**src/shared/twra_pkg.sv**
```systemverilog
package twra_pkg;

    // seven-bit device address; the strap supplies bit 0
    localparam logic [6:0] TWRA_DEV_ADDR_BASE = 7'h4c;
    localparam int         TWRA_STRAP_BIT     = 0;

    // register space and reset values
    localparam int         TWRA_REG_COUNT     = 64;
    localparam logic [7:0] TWRA_REG_RESET     = 8'h00;
    localparam logic [7:0] TWRA_INDEX_RESET   = 8'h00;

    // direction bit encoding
    localparam logic       TWRA_DIR_READ      = 1'b1;
    localparam logic       TWRA_DIR_WRITE     = 1'b0;

    // bit counter
    localparam logic [3:0] TWRA_BITS_PER_BYTE = 4'h8;
    localparam logic [3:0] TWRA_BIT_CNT_RESET = 4'h0;

    typedef enum logic [2:0] {
        TWRA_IDLE,
        TWRA_ADDR,
        TWRA_ADDR_ACK,
        TWRA_INDEX,
        TWRA_WDATA,
        TWRA_WACK,
        TWRA_RDATA,
        TWRA_RACK
    } twra_state_type;

endpackage

```
**src/logic/twra_slave.sv**
```systemverilog
`timescale 1ns/100ps
`default_nettype none

// Functional notes
// - every byte moves msb first, lsb last
// - one address bit must equal the sampled strap level
// - low index nibble increments after each data byte
// - upper index nibble never takes a carry
// - all registers take reset values at power-on reset
// - device acks master bytes; master acks device read data
module twra_slave
    import twra_pkg::*;
#(
    parameter int REG_COUNT = TWRA_REG_COUNT
) (
    // clock and power-on reset
    input  wire logic       clk,
    input  wire logic       nrst,
    // serial bus pins
    input  wire logic       scl_in,
    input  wire logic       sda_in,
    output var  logic       sda_out,
    output var  logic       sda_oe_n,
    // strap
    input  wire logic       address_select_strap,
    // register index and write strobe with data to the rest of the chip
    output var  logic [7:0] reg_index,
    output var  logic       reg_write_pulse,
    output var  logic [7:0] reg_write_data
);

    ////////////////////////////////////////////////////////////////////////////
    // synchronisers

    logic scl_s;
    logic sda_s;
    logic strap_s;
    logic scl_d;
    logic sda_d;

    twra_sync #(.RESET_VALUE(1'b1)) u_scl (
        .clk  (clk),
        .nrst (nrst),
        .din  (scl_in),
        .dout (scl_s)
    );

    twra_sync #(.RESET_VALUE(1'b1)) u_sda (
        .clk  (clk),
        .nrst (nrst),
        .din  (sda_in),
        .dout (sda_s)
    );

    twra_sync #(.RESET_VALUE(1'b0)) u_strap (
        .clk  (clk),
        .nrst (nrst),
        .din  (address_select_strap),
        .dout (strap_s)
    );

    always_ff @(posedge clk or negedge nrst) begin
        if (!nrst) begin
            scl_d <= 1'b1;
            sda_d <= 1'b1;
        end else begin
            scl_d <= scl_s;
            sda_d <= sda_s;
        end
    end

    logic scl_rise;
    logic scl_fall;
    logic start_cond;
    logic stop_cond;

    assign scl_rise   = scl_s & ~scl_d;
    assign scl_fall   = ~scl_s & scl_d;
    assign start_cond = scl_s & scl_d & sda_d & ~sda_s;
    assign stop_cond  = scl_s & scl_d & ~sda_d & sda_s;

    ////////////////////////////////////////////////////////////////////////////
    // strap level, followed every cycle: the synchroniser still shows
    // its reset value on the first edges after release

    logic strap_level;

    always_ff @(posedge clk or negedge nrst) begin
        if (!nrst) begin
            strap_level <= 1'b0;
        end else begin
            strap_level <= strap_s;
        end
    end

    ////////////////////////////////////////////////////////////////////////////
    // bit engine and state

    twra_state_type state;
    logic [3:0]     bit_cnt;
    logic [7:0]     shift;
    logic           is_read;
    logic [7:0]     regs [REG_COUNT];
    logic [6:0]     my_addr;
    logic [7:0]     rd_byte;

    always_comb begin
        my_addr                 = TWRA_DEV_ADDR_BASE;
        my_addr[TWRA_STRAP_BIT] = strap_level;
    end

    // out-of-range indices read zero; no wider map exists
    assign rd_byte = (int'(reg_index) < REG_COUNT) ? regs[reg_index[5:0]] : 8'h00;

    // next index: low nibble wraps, upper held
    logic [7:0] next_index;
    assign next_index = {reg_index[7:4], reg_index[3:0] + 4'h1};

    logic byte_done;
    assign byte_done = scl_rise && (bit_cnt == TWRA_BITS_PER_BYTE - 4'h1);

    always_ff @(posedge clk or negedge nrst) begin
        if (!nrst) begin
            state           <= TWRA_IDLE;
            bit_cnt         <= TWRA_BIT_CNT_RESET;
            shift           <= 8'h00;
            is_read         <= 1'b0;
            reg_index       <= TWRA_INDEX_RESET;
            reg_write_pulse <= 1'b0;
            reg_write_data  <= 8'h00;
        end else begin
            reg_write_pulse <= 1'b0;
            if (stop_cond) begin
                state <= TWRA_IDLE;
            end else if (start_cond) begin
                // repeated start also lands here
                state   <= TWRA_ADDR;
                bit_cnt <= TWRA_BIT_CNT_RESET;
            end else begin
                case (state)
                    TWRA_ADDR, TWRA_INDEX, TWRA_WDATA: begin
                        if (scl_rise) begin
                            shift   <= {shift[6:0], sda_s};
                            bit_cnt <= bit_cnt + 4'h1;
                        end
                        if (byte_done) begin
                            bit_cnt <= TWRA_BIT_CNT_RESET;
                            case (state)
                                TWRA_ADDR: begin
                                    if (shift[6:0] == my_addr) begin
                                        is_read <= (sda_s == TWRA_DIR_READ);
                                        state   <= TWRA_ADDR_ACK;
                                    end else begin
                                        state <= TWRA_IDLE;
                                    end
                                end
                                TWRA_INDEX: begin
                                    reg_index <= {shift[6:0], sda_s};
                                    state     <= TWRA_WACK;
                                end
                                default: begin
                                    reg_write_data  <= {shift[6:0], sda_s};
                                    reg_write_pulse <= 1'b1;
                                    state           <= TWRA_WACK;
                                end
                            endcase
                        end
                    end
                    TWRA_ADDR_ACK: begin
                        if (scl_fall && bit_cnt == 4'h1) begin
                            bit_cnt <= TWRA_BIT_CNT_RESET;
                            shift   <= rd_byte;
                            state   <= is_read ? TWRA_RDATA : TWRA_INDEX;
                        end else if (scl_fall) begin
                            bit_cnt <= 4'h1;
                        end
                    end
                    TWRA_WACK: begin
                        // index steps once per stored data byte, never after the index byte
                        if (reg_write_pulse) begin
                            reg_index <= next_index;
                        end
                        // ack pulse ends on the second falling edge
                        if (scl_fall && bit_cnt == 4'h1) begin
                            bit_cnt <= TWRA_BIT_CNT_RESET;
                            state   <= TWRA_WDATA;
                        end else if (scl_fall) begin
                            bit_cnt <= 4'h1;
                        end
                    end
                    TWRA_RDATA: begin
                        if (scl_rise) begin
                            bit_cnt <= bit_cnt + 4'h1;
                        end else if (scl_fall && bit_cnt == TWRA_BITS_PER_BYTE) begin
                            // bit 0 stays on the line until scl is low again,
                            // releasing it while scl is high would look like a stop
                            bit_cnt   <= TWRA_BIT_CNT_RESET;
                            reg_index <= next_index;
                            state     <= TWRA_RACK;
                        end else if (scl_fall && bit_cnt != TWRA_BIT_CNT_RESET) begin
                            shift <= {shift[6:0], 1'b0};
                        end
                    end
                    TWRA_RACK: begin
                        if (scl_rise) begin
                            // master ack low continues, nack ends the read
                            state <= sda_s ? TWRA_IDLE : TWRA_RACK;
                        end else if (scl_fall && scl_d) begin
                            shift <= rd_byte;
                            state <= TWRA_RDATA;
                        end
                    end
                    default: state <= TWRA_IDLE;
                endcase
            end
        end
    end

    ////////////////////////////////////////////////////////////////////////////
    // register storage; write index advances after each stored byte

    logic wr_advance;

    always_ff @(posedge clk or negedge nrst) begin
        if (!nrst) begin
            wr_advance <= 1'b0;
        end else begin
            wr_advance <= reg_write_pulse;
        end
    end

    // index update on writes kept apart from the state process
    logic [7:0] wr_index;

    always_ff @(posedge clk or negedge nrst) begin
        if (!nrst) begin
            wr_index <= TWRA_INDEX_RESET;
        end else if (state == TWRA_INDEX || state == TWRA_ADDR) begin
            wr_index <= {shift[6:0], sda_s};
        end else if (wr_advance) begin
            wr_index <= {wr_index[7:4], wr_index[3:0] + 4'h1};
        end
    end

    genvar g;
    generate
        for (g = 0; g < REG_COUNT; g++) begin : g_reg
            always_ff @(posedge clk or negedge nrst) begin
                if (!nrst) begin
                    regs[g] <= TWRA_REG_RESET;
                end else if (reg_write_pulse && int'(wr_index) == g) begin
                    regs[g] <= reg_write_data;
                end
            end
        end
    endgenerate

    ////////////////////////////////////////////////////////////////////////////
    // sda drive: open drain, oe low means pulling or driving

    logic ack_low;
    logic data_low;

    assign ack_low  = (state == TWRA_ADDR_ACK || state == TWRA_WACK) &&
                      !(scl_fall && bit_cnt == 4'h1);
    assign data_low = (state == TWRA_RDATA) && !shift[7];

    always_ff @(posedge clk or negedge nrst) begin
        if (!nrst) begin
            sda_out  <= 1'b1;
            sda_oe_n <= 1'b1;
        end else begin
            sda_out  <= 1'b0;
            sda_oe_n <= !((ack_low && bit_cnt == 4'h1) || data_low);
        end
    end

endmodule

`default_nettype wire

```
**src/logic/twra_sync.sv**
```systemverilog
`timescale 1ns/100ps
`default_nettype none

module twra_sync #(
    parameter logic RESET_VALUE = 1'b1
) (
    // clock and reset
    input  wire logic clk,
    input  wire logic nrst,
    // async level in, synchronised level out
    input  wire logic din,
    output var  logic dout
);

    logic stage1;

    // first stage feeds only the second
    always_ff @(posedge clk or negedge nrst) begin
        if (!nrst) begin
            stage1 <= RESET_VALUE;
            dout   <= RESET_VALUE;
        end else begin
            stage1 <= din;
            dout   <= stage1;
        end
    end

endmodule

`default_nettype wire

```
**config.mk**
```make
export PLATFORM = sky130hd
export DESIGN_NAME = twra_slave
export DESIGN_NICKNAME = d
export VERILOG_FILES = /design/src/shared/twra_pkg.sv /design/src/logic/twra_slave.sv /design/src/logic/twra_sync.sv
export SDC_FILE = /design/constraint.sdc
export NUM_CORES = 1
export LEC_CHECK = 0
export BUFFER_PORTS_ARGS = -buffer_cell sky130_fd_sc_hd__buf_2
export CORE_MARGIN = 4
export CORE_UTILIZATION = 55
export DETAILED_ROUTE_END_ITERATION = 7
export GPL_ROUTABILITY_DRIVEN = 0
export PLACE_DENSITY = 0.85
export SYNTH_ARGS = -nofsm -noshare
export SYNTH_HDL_FRONTEND = slang
export SYNTH_SLANG_ARGS = --single-unit
```
**constraint.sdc**
```tcl
create_clock -name clk -period 2.4 [get_ports clk]
set_clock_uncertainty 0.1 [all_clocks]
set_input_delay 0.24 -clock clk [delete_from_list [all_inputs] [get_ports clk]]
set_output_delay 0.24 -clock clk [all_outputs]
set_load 0.02 [all_outputs]
```
# After elaboration in Yosys (flattened, before gate mapping)
# Cells that the tools add are included.
# word_totals
out_inout_bits,19
regBits,565
n_memories,0
mem_bits_ro,0
input_bits,5
ram_bits,0
latchBits,0
wordCells,343
# op_classes
magnitude_cmp,2
add_sub_neg,3
reduce_logical,94
n_div,0
bitwise,17
eq_ne,94
shifts,0
n_mul,0
muxes,47
# op_table
cell,n
== test 8 x 7 -> 1 bit (second input constant),32
== test 8 x 6 -> 1 bit (second input constant),16
two-way mux 8 bit,13
logical AND 1 bit,72
== test 8 x 5 -> 1 bit (second input constant),8
binary-select mux 8 bit (select 6 bit),1
two-way mux 4 bit,11
two-way mux 3 bit,12
== test 8 x 4 -> 1 bit (second input constant),4
one-hot mux 8 bit (4 select lines),1
one-hot mux 8 bit (3 select lines),1
!= test 2 bit (second input constant),10
!= test 4 bit (second input constant),5
== test 8 x 3 -> 1 bit (second input constant),2
one-hot mux 3 bit (5 select lines),1
adder 4 x 1 -> 4 bit (second input constant),3
== test 3 bit (second input constant),4
one-hot mux 4 bit (3 select lines),1
AND reduction 6 bit,2
nonzero test 4 bit,3
AND reduction 10 bit,1
AND reduction 5 bit,2
inverter 1 bit,9
== test 8 x 2 -> 1 bit (second input constant),1
25 further kinds,42

# Longest topological paths before layout
# logic_depth
word_depth,8
ltp_mapped,10
mapped_depth_nobuf,7

# By module
# Synthesis repeated with hierarchy kept, for this count alone.
# unflattened
cells_unflattened,1861
area_unflattened_um2,26427.8
# modules_own_cells
mod,instances,area_per_inst_um2,cells_per_inst,seq_area_each_um2
twra_slave,1,26272.7,1855,13993.4
twra_sync (u_scl ...),2,52.6,2,52.6
twra_sync (u_strap),1,50.0,2,50.0

# Worst setup path after synthesis
# No wires, ideal clock.
# synth_path
kind,register to register
start,reg reg_index[1]
end,reg shift[4]
path_stages_with_launch,9
required_time_ns,2.159
path_buffers,3
arrival_ns,2.160
setup_ns,0.141
path_slack_ns,-0.001
synth_period_minus_slack_ns,2.401
cell_sequence,dfrtp_1 > clkbuf_2 > buf_6 > buf_6 > mux4_2 > a22oi_1 > a21oi_1 > a2111oi_1 > a31oi_1
# synth_via
elab_chain_len,8
elab_cells_between_ends,10
cone_classes,1 x order compare; 8 x mux; 1 x bitwise
# synth_lines
item,line_no,text
start: declaration,twra_slave.sv:27,"output var logic [7:0] reg_index,"
start signal: assignment,twra_slave.sv:158,"reg_index <= {shift[6:0], sda_s};"
start signal: assignment,twra_slave.sv:181,reg_index <= next_index;
start signal: assignment,twra_slave.sv:198,reg_index <= next_index;
inverter 6 -> 7 bit (not written as such),twra_slave.sv:113,assign rd_byte = (int'(reg_index) < REG_COUNT) ? regs[reg_index[5:0]] : 8'h00;
binary-select mux 8 bit (select 6 bit),twra_slave.sv:113,
two-way mux 8 bit (not written as such) (2 in series),twra_slave.sv:113,
two-way mux 8 bit (*),twra_slave.sv:113,
two-way mux 8 bit,twra_slave.sv:208,end else if (scl_fall && scl_d) begin
two-way mux 8 bit,twra_slave.sv:205,if (scl_rise) begin
one-hot mux 8 bit (4 select lines) (*),twra_slave.sv:140,case (state)
end signal: assignment,twra_slave.sv:143,"shift <= {shift[6:0], sda_s};"
end signal: assignment,twra_slave.sv:201,"shift <= {shift[6:0], 1'b0};"
end signal: assignment,twra_slave.sv:209,shift <= rd_byte;
end: declaration,twra_slave.sv:101,logic [7:0] shift;
# Every way passes the cells marked *; elsewhere a longest branch is shown, timed or not. The select of a mux whose other input is x is not followed.
# A chain may end at the register's enable or synchronous reset.

# Final worst setup path
# layout_path
start,reg reg_index[1]
end,reg shift[3]
# Same word-level chain as after synthesis.

==> flow_metrics.tcl <==
set metrics [dict create \
    cp_data_arrival_time_ns 2.92 \
    grt_pass1_vias 17944 \
    violations "setup timing" \
    drv_cap 0 \
    synth_top_cell_by_area "dfrtp_1" \
    clockBufferDepth 3 \
    path_clk_slew_ns 0.06 \
    wire_per_inst_um 26.5 \
    overflow 0 \
    antenna_cells 0 \
    hpwl_mm 43.1 \
    syn_area_per_cell_um2 14.8 \
    fin_crit_sh 1.04 \
    grt_util_all_layers 0.267 \
    ys_types 71 \
    io_buffers 23 \
    hold_class "input port to async pin" \
    die_h_um 226 \
    ys_ff_latch 565 \
    cts_made_buffers 56 \
    endpoint_kind "flop" \
    initial_core_util 0.560 \
    tightest_slew_ns 0.893 \
    relSlewSlack 0.399 \
    drt_pass1_iterations 6 \
    synth_top_area_frac 0.531 \
    cp_slowest_cell "dfrtp_4" \
    synth_ff_type "dfrtp_1" \
    cts.sinks 565 \
    cp.required_ns 2.83 \
    fin_util 0.649 \
    critPathMaxFanout 13 \
    power_density_mw_per_mm2 656 \
    grt_max_degree 88 \
    postRouteAntennaNets 0 \
    slowest_delay_ns 0.50 \
    core_mm2 0.0469 \
    crit_path_frequent_cell "buf_12" \
    ioPinCount 24 \
    cts_root_buf "clkbuf_16" \
    ys_seq_area_frac 0.539 \
    final_cell_area_mm2 0.0304 \
    rows 79 \
    crit_type "flop to flop" \
    nets 1909 \
    layout-drive-gt1-share 0.530 \
    holdWs_ns 0.0499 \
    pre_cts_ws_ns -0.0389 \
    yosysWarnings 0 \
    status "finished with violations" \
    grt_pass1_wl_mm 106 \
    antenna_found_initial 1 \
    slew_viol_final 0 \
    routed_wl_mm 67.5 \
    setup_violations 3 \
    fp.dieW_um 226 \
    startpoint_type "flop" \
    fmax_mhz 402 \
    synthesis.area_mm2 0.0262 \
    clk-insertion-delay-late_ns 0.61 \
    cts_tree "done" \
    peakVddDrop_uv 545 \
    rsz0062_at_grt "true" \
    drt_iter0_markers 1748 \
    worstPathCellList "buf_12 -> buf_12 -> buf_4 -> mux4_2 -> mux2i_1 -> a211oi_1 -> o21ai_0 -> a31oi_1" \
    synthCells 1774 \
    async_reset_ff_frac 1.00 \
    finalPower_mw 20.0 \
    period_needed_ns 2.49 \
    die-area_mm2 0.0513 \
    synth_edf_count 0 \
    syn-num-nets 1787 \
    place_area_mm2 0.0280 \
    num_vias 16718 \
    leakagePower_nw 14.3 \
    via_per_inst 6.56 \
    drcViolationCount 0 \
    cts_max_level 2 \
    hold_violations 0 \
    ys_top_cells_by_area "dfrtp_1, mux2_2, mux4_2" \
    worst_slack_ns -0.0898 \
    area_growth_pct 15.9 \
]
where the power goes:
group / internal, mW / leakage (nW) / switching, mW / total, mW
Sequential: 9.63 / 7.81 / 0.151 / 9.78
Clock: 5.36 / 0.966 / 3.74 / 9.10
Combinational: 0.352 / 5.49 / 0.720 / 1.07
critical path: cells and delay by family (launching register included):
kind                   cells  cell delay [ns]
flip-flops                 1             0.50
multiplexers               2             0.46
AO/OA/AOI/OAI              3             0.87
buffers and inverters      3             0.49
through the flow:
stage / instances / TNS, ns
after CTS: 2536 / 0
after global routing: 2550 / -0.358
after floorplan: 1774 / 0
final: 2550 / -0.169
after detailed placement: 2424 / -0.136
after global placement: 2424 / -0.179
repair_timing:
action / CTS / global route
endpoints found under the setup margin: 8 / 17
gates resized for setup: 15 / 34
pin swaps: 0 / 6
hold endpoints to repair: 456 / 0
buffers inserted: 2 / 10
hold buffers: 4 / 0
gates cloned: 1 / 4
state kept, by name (all words and copies together) (netlist names), 3 cells and up:
register        count
regs              512
wr_index            8
bit_cnt             4
reg_index           8
shift               8
reg_write_data      8
state               3
cell usage after synthesis (6+ instances only):
cell	n
nor3_1	8
nor3b_1	9
nor2b_1	9
dfstp_2	8
a31oi_1	9
nand2b_1	6
inv_1	9
nand4_1	14
clkbuf_1	93
mux2i_1	25
ha_1	8
nor2_2	14
a21oi_1	20
mux4_2	135
dfrtp_1	557
nor4_1	10
nor2_1	61
o22ai_1	8
buf_4	11
a211oi_1	8
o21ai_0	19
mux2_2	524
and3_1	9
a22oi_1	15
buf_2	21
nand3_1	14
nand2_1	66
final cells by class:
cell class	count	area (um2)
Fill cell	3046	16400
Tap cell	607	759
Inverter	10	37.5
Clock buffer	87	1760
Sequential cell	565	14200
Clock inverter	18	189
Multi-Input combinational cell	1063	11600
Timing Repair Buffer	200	1880
final timing paths:
path,start,endpoint,slack (ns),cells after the start
min in group clk,scl_in,u_scl.stage1,0.19,2
hold reg to reg,u_strap.stage1,u_strap.dout,0.25,0
setup / recovery,reg_index[1],shift[3],-0.09,8
setup reg to reg,reg_index[1],shift[3],-0.09,8
max in group asynchronous,nrst,sda_out,1.30,4
hold / removal,nrst,strap_level,0.05,2
kinds of logic (layout without fill, tap and decap cells):
| group | Yosys count | in the layout | share of synthesized area |
|---|---|---|---|
| AO/OA/AOI/OAI | 113 | 113 | 0.0300 |
| XOR/XNOR | 7 | 7 | 0.00234 |
| adder cells (fa/ha/maj) | 8 | 8 | 0.00382 |
| buffers and inverters | 146 | 315 | 0.0247 |
| flip-flops | 565 | 565 | 0.539 |
| multiplexers | 687 | 687 | 0.352 |
| other | 1 | 1 | 0.000143 |
| AND/OR/NAND/NOR | 247 | 247 | 0.0481 |
metal layers:
metal / global-route usage / share of wire / routed length (um)
met5: 0 / 0.00019 / 13
met4: 0.118 / 0.049 / 3320
met3: 0.0594 / 0.078 / 5270
met2: 0.426 / 0.48 / 32200
met1: 0.356 / 0.40 / 26700
placed cells by master (no fill, tap or decap), types with 21 or more instances in the layout:
cell type	n
buf_12	21
buf_2	22
buf_4	140
clkbuf_16	62
dfrtp_1	545
mux2_2	524
mux2i_1	22
mux4_2	135
nand2_1	65
nor2_1	60
(Power assumes the default switching activity.)
